==> config.mk <==
export PLATFORM = sky130hd
export DESIGN_NAME = logic_cell
export DESIGN_NICKNAME = d
export VERILOG_FILES = /design/src/hdl/logic_cell_pkg.sv /design/src/hdl/input_qualifier.sv /design/src/hdl/logic_cell.sv
export VERILOG_INCLUDE_DIRS = /design/src /design/src/hdl
export SDC_FILE = /design/constraint.sdc
export NUM_CORES = 1
export LEC_CHECK = 0
export BUFFER_PORTS_ARGS = -buffer_cell sky130_fd_sc_hd__buf_4
export CAP_MARGIN = 30
export CELL_PAD_IN_SITES_DETAIL_PLACEMENT = 2
export CELL_PAD_IN_SITES_GLOBAL_PLACEMENT = 2
export CORE_UTILIZATION = 36
export DETAILED_ROUTE_END_ITERATION = 12
export PLACE_DENSITY_LB_ADDON = 0.15
export SLEW_MARGIN = 15
export SYNTH_ARGS = -nofsm -noshare
export SYNTH_HDL_FRONTEND = slang
export SYNTH_SLANG_ARGS = --single-unit
==> constraint.sdc <==
create_clock -name sys_clk -period 7.6 [get_ports sys_clk]
set_input_delay 0.38 -clock sys_clk [delete_from_list [all_inputs] [get_ports sys_clk]]
set_output_delay 0.38 -clock sys_clk [all_outputs]
set_load 0.02 [all_outputs]
==> src/hdl/logic_cell_defs.svh <==
/*
 Constants of the programmable logic cell: field widths, counts and reset values.
 Assumes inclusion by bare name from the package and the design files.
*/
`ifndef LOGIC_CELL_DEFS_SVH
`define LOGIC_CELL_DEFS_SVH

// ----------------------------------------------------------------------------
// Widths and counts
// ----------------------------------------------------------------------------
`define LC_TABLE_INPUTS    3
`define LC_TABLE_ROWS      8
`define LC_ORIGIN_BITS     5
`define LC_INDEX_BITS      2
`define LC_ROW_BITS        3
`define LC_LINE_COUNT      4
`define LC_USER_COUNT      4
`define LC_COUNTER_COUNT   2
`define LC_CELL_COUNT      2

// ----------------------------------------------------------------------------
// Reset values
// ----------------------------------------------------------------------------
`define LC_TABLE_RESET     8'h00
`define LC_OUTPUT_RESET    1'b0

`endif

==> src/hdl/logic_cell_pkg.sv <==
/*
 Types of the programmable logic cell: origins, qualifiers, table targets and
 the configuration strobe bundle.
 Assumes logic_cell_defs.svh is on the include path.
*/
`include "logic_cell_defs.svh"

package logic_cell_pkg;

   // -------------------------------------------------------------------------
   // Enumerations
   // -------------------------------------------------------------------------
   typedef enum logic [`LC_ORIGIN_BITS-1:0] {
      ORIGIN_ZERO, ORIGIN_LINE0, ORIGIN_LINE1, ORIGIN_LINE2, ORIGIN_LINE3,
      ORIGIN_USER0, ORIGIN_USER1, ORIGIN_USER2, ORIGIN_USER3,
      ORIGIN_CNT0_START, ORIGIN_CNT1_START, ORIGIN_CNT0_END, ORIGIN_CNT1_END,
      ORIGIN_CELL0, ORIGIN_CELL1, ORIGIN_SHUTTER_OPEN, ORIGIN_SHUTTER_CLOSE,
      ORIGIN_FRAME_TRIGGER_PENDING, ORIGIN_CAPTURE_RUNNING
   } table_input_origin_e;

   typedef enum logic [2:0] {
      ACTIVE_LOW_LEVEL, ACTIVE_HIGH_LEVEL, FALL_TRANSITION, RISE_TRANSITION,
      EITHER_TRANSITION
   } table_input_qualifier_e;

   typedef enum logic {
      TARGET_VALUE, TARGET_ENABLE
   } table_target_select_e;

   // -------------------------------------------------------------------------
   // Configuration strobes that travel together
   // -------------------------------------------------------------------------
   typedef struct packed {
      logic                         inputWrite;
      logic [`LC_INDEX_BITS-1:0]    tableInputIndex;
      table_input_origin_e          tableInputOrigin;
      table_input_qualifier_e       tableInputQualifier;
      table_target_select_e         tableTargetSelect;
      logic                         rowWrite;
      logic [`LC_ROW_BITS-1:0]      truthRowNumber;
      logic                         truthRowBit;
      logic                         wordWrite;
      logic [`LC_TABLE_ROWS-1:0]    truthTableWord;
   } cell_config_s;

   // Internal event sources presented to every cell input.
   typedef struct packed {
      logic [`LC_LINE_COUNT-1:0]    lines;
      logic [`LC_USER_COUNT-1:0]    userOutputs;
      logic [`LC_COUNTER_COUNT-1:0] counterStart;
      logic [`LC_COUNTER_COUNT-1:0] counterEnd;
      logic [`LC_CELL_COUNT-1:0]    cellOutputs;
      logic                         shutterOpenEvent;
      logic                         shutterCloseEvent;
      logic                         frameTriggerPending;
      logic                         captureRunning;
   } cell_sources_s;

endpackage

==> src/hdl/input_qualifier.sv <==
/*
 One qualified table input: picks a source and turns a level or edge into a
 true input. Assumes sources are synchronous to sys_clk.
*/
`timescale 1ns/100ps
`default_nettype none

module input_qualifier
   import logic_cell_pkg::*;
(
   input  wire logic                   sys_clk,
   input  wire logic                   rst_b,
   input  wire logic_cell_pkg::cell_sources_s        sources,
   input  wire logic_cell_pkg::table_input_origin_e  origin,
   input  wire logic_cell_pkg::table_input_qualifier_e qualifier,
   output logic                        qualified
);
   logic picked;
   logic pickedLast;

   // ----------------------------------------------------------------------
   // Source selection
   // ----------------------------------------------------------------------
   // Unused origin codes read as zero, like the zero origin.
   always_comb
   begin
      case (origin)
         ORIGIN_ZERO:                  picked = 1'b0;
         ORIGIN_LINE0:                 picked = sources.lines[0];
         ORIGIN_LINE1:                 picked = sources.lines[1];
         ORIGIN_LINE2:                 picked = sources.lines[2];
         ORIGIN_LINE3:                 picked = sources.lines[3];
         ORIGIN_USER0:                 picked = sources.userOutputs[0];
         ORIGIN_USER1:                 picked = sources.userOutputs[1];
         ORIGIN_USER2:                 picked = sources.userOutputs[2];
         ORIGIN_USER3:                 picked = sources.userOutputs[3];
         ORIGIN_CNT0_START:            picked = sources.counterStart[0];
         ORIGIN_CNT1_START:            picked = sources.counterStart[1];
         ORIGIN_CNT0_END:              picked = sources.counterEnd[0];
         ORIGIN_CNT1_END:              picked = sources.counterEnd[1];
         ORIGIN_CELL0:                 picked = sources.cellOutputs[0];
         ORIGIN_CELL1:                 picked = sources.cellOutputs[1];
         ORIGIN_SHUTTER_OPEN:          picked = sources.shutterOpenEvent;
         ORIGIN_SHUTTER_CLOSE:         picked = sources.shutterCloseEvent;
         ORIGIN_FRAME_TRIGGER_PENDING: picked = sources.frameTriggerPending;
         ORIGIN_CAPTURE_RUNNING:       picked = sources.captureRunning;
         default:                      picked = 1'b0;
      endcase
   end

   // Previous sample for edge detection; reset clears it, so a source high after reset shows a rise at once.
   always_ff @(posedge sys_clk)
   begin
      if (!rst_b)
         pickedLast <= 1'b0;
      else
         pickedLast <= picked;
   end

   // ----------------------------------------------------------------------
   // Qualification
   // ----------------------------------------------------------------------
   // An edge gives a one-cycle true pulse in the cycle the new level shows.
   always_comb
   begin
      case (qualifier)
         ACTIVE_LOW_LEVEL:  qualified = ~picked;
         ACTIVE_HIGH_LEVEL: qualified = picked;
         FALL_TRANSITION:   qualified = pickedLast & ~picked;
         RISE_TRANSITION:   qualified = ~pickedLast & picked;
         EITHER_TRANSITION: qualified = pickedLast ^ picked;
         default:           qualified = 1'b0;
      endcase
   end
endmodule

`default_nettype wire

==> src/hdl/logic_cell.sv <==
/*
 Programmable logic cell: two three-input lookup tables sharing qualified
 inputs, feeding an output flip-flop through its data and enable.
 Assumes all sources and configuration strobes are synchronous to sys_clk.
*/
// How it works
// - Value table drives flip-flop data; enable table drives flip-flop enable.
// - Each table has three single-bit inputs and eight truth bits.
// - Both tables share one set of input source and qualifier settings.
// - Each input picks its source; a target select picks the table configured.
// - A per-input qualifier decides which level or edge counts as true.
// - Truth bits written one row at a time or as a whole word.
// - Word bit n is row n; input 2 is the row's top bit.
// - Output holds while enable is false, loads value while enable true.
// - Enable table all ones makes the output follow the value table.
// - Sources are zero, lines, user outputs, counter events, cells, shutter, frame trigger, capture.
// - Qualifiers are low level, high level, fall, rise, either edge.
`timescale 1ns/100ps
`default_nettype none
`include "logic_cell_defs.svh"

module logic_cell
   import logic_cell_pkg::*;
#(
   parameter int INPUTS = `LC_TABLE_INPUTS
)
(
   input  wire logic                          sys_clk,
   input  wire logic                          rst_b,
   input  wire logic_cell_pkg::cell_config_s  cfg,
   input  wire logic_cell_pkg::cell_sources_s sources,
   output logic [`LC_TABLE_ROWS-1:0]          valueTable,
   output logic [`LC_TABLE_ROWS-1:0]          enableTable,
   output logic [INPUTS-1:0]                  tableInputs,
   output logic                               cellOutput
);
   import logic_cell_pkg::*;

   // ----------------------------------------------------------------------
   // Elaboration check
   // ----------------------------------------------------------------------
   // The row width and table depth are fixed at three inputs.
   if (INPUTS != `LC_TABLE_INPUTS)
      $error("logic_cell supports exactly three table inputs");
   // The truth word must hold one bit for every combination of the inputs.
   if (`LC_TABLE_ROWS != (1 << INPUTS))
      $error("logic_cell truth word width does not match the row count");

   table_input_origin_e    origins    [INPUTS];
   table_input_qualifier_e qualifiers [INPUTS];
   logic                   valueBit;
   logic                   enableBit;

   // Row lookup shared by both tables.
   function automatic logic table_row(input logic [`LC_TABLE_ROWS-1:0] tbl,
                                      input logic [INPUTS-1:0] row);
      table_row = tbl[row];
   endfunction

   // ----------------------------------------------------------------------
   // Shared input settings
   // ----------------------------------------------------------------------
   // One bank of settings, whichever table is targeted, so both see them.
   generate
      for (genvar i = 0; i < INPUTS; i++)
      begin : g_input
         always_ff @(posedge sys_clk)
         begin
            if (!rst_b)
            begin
               origins[i]    <= ORIGIN_ZERO;
               qualifiers[i] <= ACTIVE_HIGH_LEVEL;
            end
            else if (cfg.inputWrite && cfg.tableInputIndex == `LC_INDEX_BITS'(i))
            begin
               origins[i]    <= cfg.tableInputOrigin;
               qualifiers[i] <= cfg.tableInputQualifier;
            end
         end

         input_qualifier u_qual
         (
            .sys_clk   (sys_clk),
            .rst_b     (rst_b),
            .sources   (sources),
            .origin    (origins[i]),
            .qualifier (qualifiers[i]),
            .qualified (tableInputs[i])
         );
      end
   endgenerate

   // ----------------------------------------------------------------------
   // Truth tables
   // ----------------------------------------------------------------------
   // A word write wins over a row write in the same cycle, being the later,
   // broader command; software should not issue both at once.
   always_ff @(posedge sys_clk)
   begin
      if (!rst_b)
         valueTable <= `LC_TABLE_RESET;
      else if (cfg.tableTargetSelect == TARGET_VALUE && cfg.wordWrite)
         valueTable <= cfg.truthTableWord;
      else if (cfg.tableTargetSelect == TARGET_VALUE && cfg.rowWrite)
         valueTable[cfg.truthRowNumber] <= cfg.truthRowBit;
   end

   always_ff @(posedge sys_clk)
   begin
      if (!rst_b)
         enableTable <= `LC_TABLE_RESET;
      else if (cfg.tableTargetSelect == TARGET_ENABLE && cfg.wordWrite)
         enableTable <= cfg.truthTableWord;
      else if (cfg.tableTargetSelect == TARGET_ENABLE && cfg.rowWrite)
         enableTable[cfg.truthRowNumber] <= cfg.truthRowBit;
   end

   // Input 2 is the most significant row bit.
   always_comb
   begin
      valueBit  = table_row(valueTable, tableInputs);
      enableBit = table_row(enableTable, tableInputs);
   end

   // ----------------------------------------------------------------------
   // Output flip-flop
   // ----------------------------------------------------------------------
   // The output lags the tables by one clock; all-ones enable passes through.
   always_ff @(posedge sys_clk)
   begin
      if (!rst_b)
         cellOutput <= `LC_OUTPUT_RESET;
      else if (enableBit)
         cellOutput <= valueBit;
   end
endmodule

`default_nettype wire

==> summary.json <==
{
  "drt_pass1_iterations": 4,
  "max-slew-margin-rel_pct": 45.7,
  "cts_num_sinks": 44,
  "design.portCount": 66,
  "detailed_route_iter0_violations": 101,
  "die-area_mm2": 0.00927,
  "antenna_cells_inserted": 0,
  "run_status": "completed",
  "post_synth_num_cell_types": 72,
  "die_height_um": 96.3,
  "gr-total-overflow": 0,
  "worst-endpoint-required_ns": 7.22,
  "detail-route-antenna-nets": 0,
  "half_perimeter_wire_length_of_the_detailed_placement_result_um": 8430,
  "clkSlewWorstSetupHoldPaths_ns": 0.10,
  "sequence_of_cells_on_the_critical_path": "mux2_1, a32oi_1, o22ai_1, nor4_2, inv_1, ha_1, nor4b_1, a21oi_1, and3_1, nand2_4, buf_4",
  "power.combinational.fraction_pct": 27.9,
  "grt_max_degree": 23,
  "die_width_um": 96.3,
  "grt_first_pass_wirelength_um": 16600,
  "mapped_avg_cell_area_um2": 9.04,
  "clock_root_buffer": "sky130_fd_sc_hd__clkbuf_8",
  "grt_setup_unrepaired": "no",
  "synth_top_cells_by_area": "sky130_fd_sc_hd__edfxtp_1, sky130_fd_sc_hd__dfxtp_1, sky130_fd_sc_hd__a21oi_1",
  "sequential_cell_area_fraction_in_the_yosys_report_pct": 35.0,
  "fin_worst_skew_ns": 0.0111,
  "synth.net_count": 406,
  "groute.usage.overall_pct": 23.9,
  "fp.coreArea_mm2": 0.00868,
  "path_max_fanout": 8,
  "async_reset_ff_share_pct": 0,
  "crit_arrival_ns": 3.53,
  "yosys_warnings": 0,
  "synth_ff_type": "sky130_fd_sc_hd__edfxtp_1",
  "power_frac_seq_pct": 46.8,
  "report.final.setup_viol": 0,
  "wl_per_instance_um": 20.4,
  "worst_skew_pair.late_latency_ns": 0.31,
  "cts_buf_count": 5,
  "max-clock-path-buffers": 2,
  "post_drt_via_cell_ratio": 5.71,
  "finalHoldViolations": 0,
  "number_of_antenna_violations_at_the_first_check_in_global_routing": 0,
  "total_switching_power_w": 0.000217,
  "fp-row-count": 34,
  "netlist_instances": 354,
  "fin_nets": 458,
  "place.gp.congestion": 0.780,
  "post_cts_hold_buffer_count": 0,
  "post_cts_resized": 0,
  "leakagePower_nw": 1.49,
  "drc": 0,
  "hold_path.class": "input pin to flop",
  "period_minus_slack_ns": 3.91,
  "internal-power_w": 0.000419,
  "power.density_cell_area_mw_per_mm2": 167,
  "worst_ir_drop_vdd_v": 0.0000698,
  "timing_worst_setup_path_type": "flop to primary output",
  "fraction_of_layout_instances_using_a_drive_strength_above_1_pct": 23.3,
  "cts_tree": "done",
  "synth_largest_type_area_fraction_pct": 22.5,
  "synth_enable_flop_cells": 24,
  "num_vias": 2943,
  "place_inst": 507,
  "cts-htree-levels": 2,
  "final_util_pct": 43.8,
  "timing.critical_path.to_type": "primary output",
  "cts_post_setup_buffers_inserted": 0,
  "port_buffers": 65,
  "critical_path.max_stage_delay_ns": 0.53,
  "power.clock.fraction_pct": 25.3,
  "synth_area_mm2": 0.00320,
  "start_util_pct": 36.9,
  "achievable_frequency_ghz": 0.256,
  "timing.max_cap.violations": 0,
  "worstMarginPinSlew_ns": 0.814,
  "flops_latches_synth": 44,
  "tns_ns": 0,
  "layout_stage_area_growth_over_the_synthesis_result_pct": 18.8,
  "power.switching_fraction_pct": 34.2,
  "fillers": 975,
  "drt_wl_total_um": 10500,
  "via_count_of_the_first_global_routing_pass": 3030,
  "finish.cell_count_without_fillers": 515,
  "timing.critical_path.slowest_stage_cell": "sky130_fd_sc_hd__edfxtp_1",
  "fin_crit_sh_pct": 51.5,
  "netlist.top_cell.by_area": "sky130_fd_sc_hd__edfxtp_1",
  "startpoint_type": "flop",
  "finalMaxSlewViolations": 0
}
==> final timing paths <==
check | start | to | slack [ns] | cells past startpoint
max | origins[2][3] | tableInputs[2] | 3.69 | 11
min | cfg[15] | qualifiers[0][0] | 0.35 | 2
max reg2reg | origins[2][3] | cellOutput | 3.80 | 13
min reg2reg | valueTable[6] | valueTable[6] | 0.54 | 2
==> cell type report <==
| cell class | instances | area (um2) | share of cell area (%) |
|---|---|---|---|
| Clock buffer | 5 | 68.8 | 1.81 |
| Sequential cell | 44 | 1120 | 29.5 |
| Tap cell | 108 | 135 | 3.55 |
| Timing Repair Buffer | 67 | 500 | 13.2 |
| Clock inverter | 3 | 26.3 | 0.691 |
| Inverter | 16 | 60.1 | 1.58 |
| Multi-Input combinational cell | 272 | 1890 | 49.7 |
==> metrics by stage <==
| stage | worst slack [ns] | hold slack, ns | cell area [um2] | power [W] |
|---|---|---|---|---|
| detailed placement | 3.83 | 0.525 | 3710 | 0.000480 |
| global route | 3.39 | 0.341 | 3800 | 0.000672 |
| finish | 3.69 | 0.348 | 3800 | 0.000636 |
| global placement | 3.99 | 0.514 | 3690 | 0.000471 |
| floorplan | 4.26 | 0.511 | 3200 | 0.000412 |
| CTS | 3.67 | 0.346 | 3800 | 0.000643 |
==> critical path, delay by kind of cell, from the launching register on <==
kind / cells / cell delay [ns]
AO/OA/AOI/OAI: 3 / 0.50
flip-flops: 1 / 0.53
AND/OR/NAND/NOR: 4 / 1.27
multiplexers: 1 / 0.36
adder cells (fa/ha/maj): 1 / 0.29
buffers and inverters: 2 / 0.27
==> synthesized netlist by cell type (3+ instances only) <==
master and n:
sky130_fd_sc_hd__a311oi_1 6, sky130_fd_sc_hd__ha_1 6, sky130_fd_sc_hd__a211oi_1 6, sky130_fd_sc_hd__o21ai_0 12, sky130_fd_sc_hd__mux2_1 6, sky130_fd_sc_hd__a31oi_1 9, sky130_fd_sc_hd__buf_6 4, sky130_fd_sc_hd__nand3b_1 7
sky130_fd_sc_hd__nor2_1 37, sky130_fd_sc_hd__nand2_1 21, sky130_fd_sc_hd__nand3_1 8, sky130_fd_sc_hd__nor3b_1 3, sky130_fd_sc_hd__buf_4 4, sky130_fd_sc_hd__and2_1 23, sky130_fd_sc_hd__mux2_2 3, sky130_fd_sc_hd__and3b_1 5
sky130_fd_sc_hd__and3_1 3, sky130_fd_sc_hd__inv_1 15, sky130_fd_sc_hd__nor2b_1 8, sky130_fd_sc_hd__dfxtp_1 20, sky130_fd_sc_hd__a21o_1 3, sky130_fd_sc_hd__mux2i_1 8, sky130_fd_sc_hd__nor3_1 3, sky130_fd_sc_hd__or3_1 8
sky130_fd_sc_hd__edfxtp_1 24, sky130_fd_sc_hd__nor4b_1 3, sky130_fd_sc_hd__a21oi_1 31, sky130_fd_sc_hd__clkbuf_1 13
==> power by group through the flow <==
stage | combinational (W) | clock [W] | sequential [W]
after floorplan | 0.000118 | 0 | 0.000294
after global placement | 0.000171 | 0 | 0.000300
after detailed placement | 0.000178 | 0 | 0.000302
after CTS | 0.000180 | 0.000166 | 0.000297
after global routing | 0.000194 | 0.000177 | 0.000301
final | 0.000178 | 0.000161 | 0.000298
==> kinds of logic (layout without fill, tap and decap cells) <==
kind of cell	after synthesis	after routing	synth area share, %
AOI/OAI and AO/OA	97	97	22.2
xor gates and xnor gates	2	2	0.548
adders and majority gates	6	6	2.35
buffers and inverters	38	91	5.91
DFF	44	44	35.0
muxes	20	20	7.55
and+or+nand+nor	147	147	26.4
==> layout by cell type, fill, tap and decap left out, drive strengths merged, types with 3 or more instances in the layout <==
master  Yosys  layout
nor2       37      37
clkbuf     13       5
nor2b       8       8
a311oi      6       6
o311a       3       3
a31oi       9       9
nor4b       3       3
nand3b      7       7
nand3       9       9
and3b       5       5
mux2i       8       8
edfxtp     24      24
and2       23      23
ha          6       6
buf         9      67
and3        4       4
nor3b       3       3
nor3        3       3
nand2      22      22
or3         8       8
a211oi      6       6
mux2       10      10
a21oi      31      31
inv        16      18
dfxtp      20      20
a21o        3       3
o21ai      12      12
==> sequential cells by signal, summed over array words and instances (netlist names) <==
register and cells:
cellOutput 1, enableTable 8, qualifiers 9, valueTable 8, g_input.u_qual.pickedLast 3, origins 15
==> routing by layer <==
| metal | wire [um] | part of all wire, % | track usage (%) | vias to the layer above |
|---|---|---|---|---|
| li1 | - | - | - | 1422 |
| met1 | 5380 | 51 | 36.4 | 1449 |
| met2 | 4640 | 44 | 35.5 | 62 |
| met3 | 363 | 3.5 | 3.24 | 10 |
| met4 | 104 | 0.99 | 4.98 | 0 |
| met5 | 0 | 0 | 0 | - |
(Power assumes the default switching activity.)
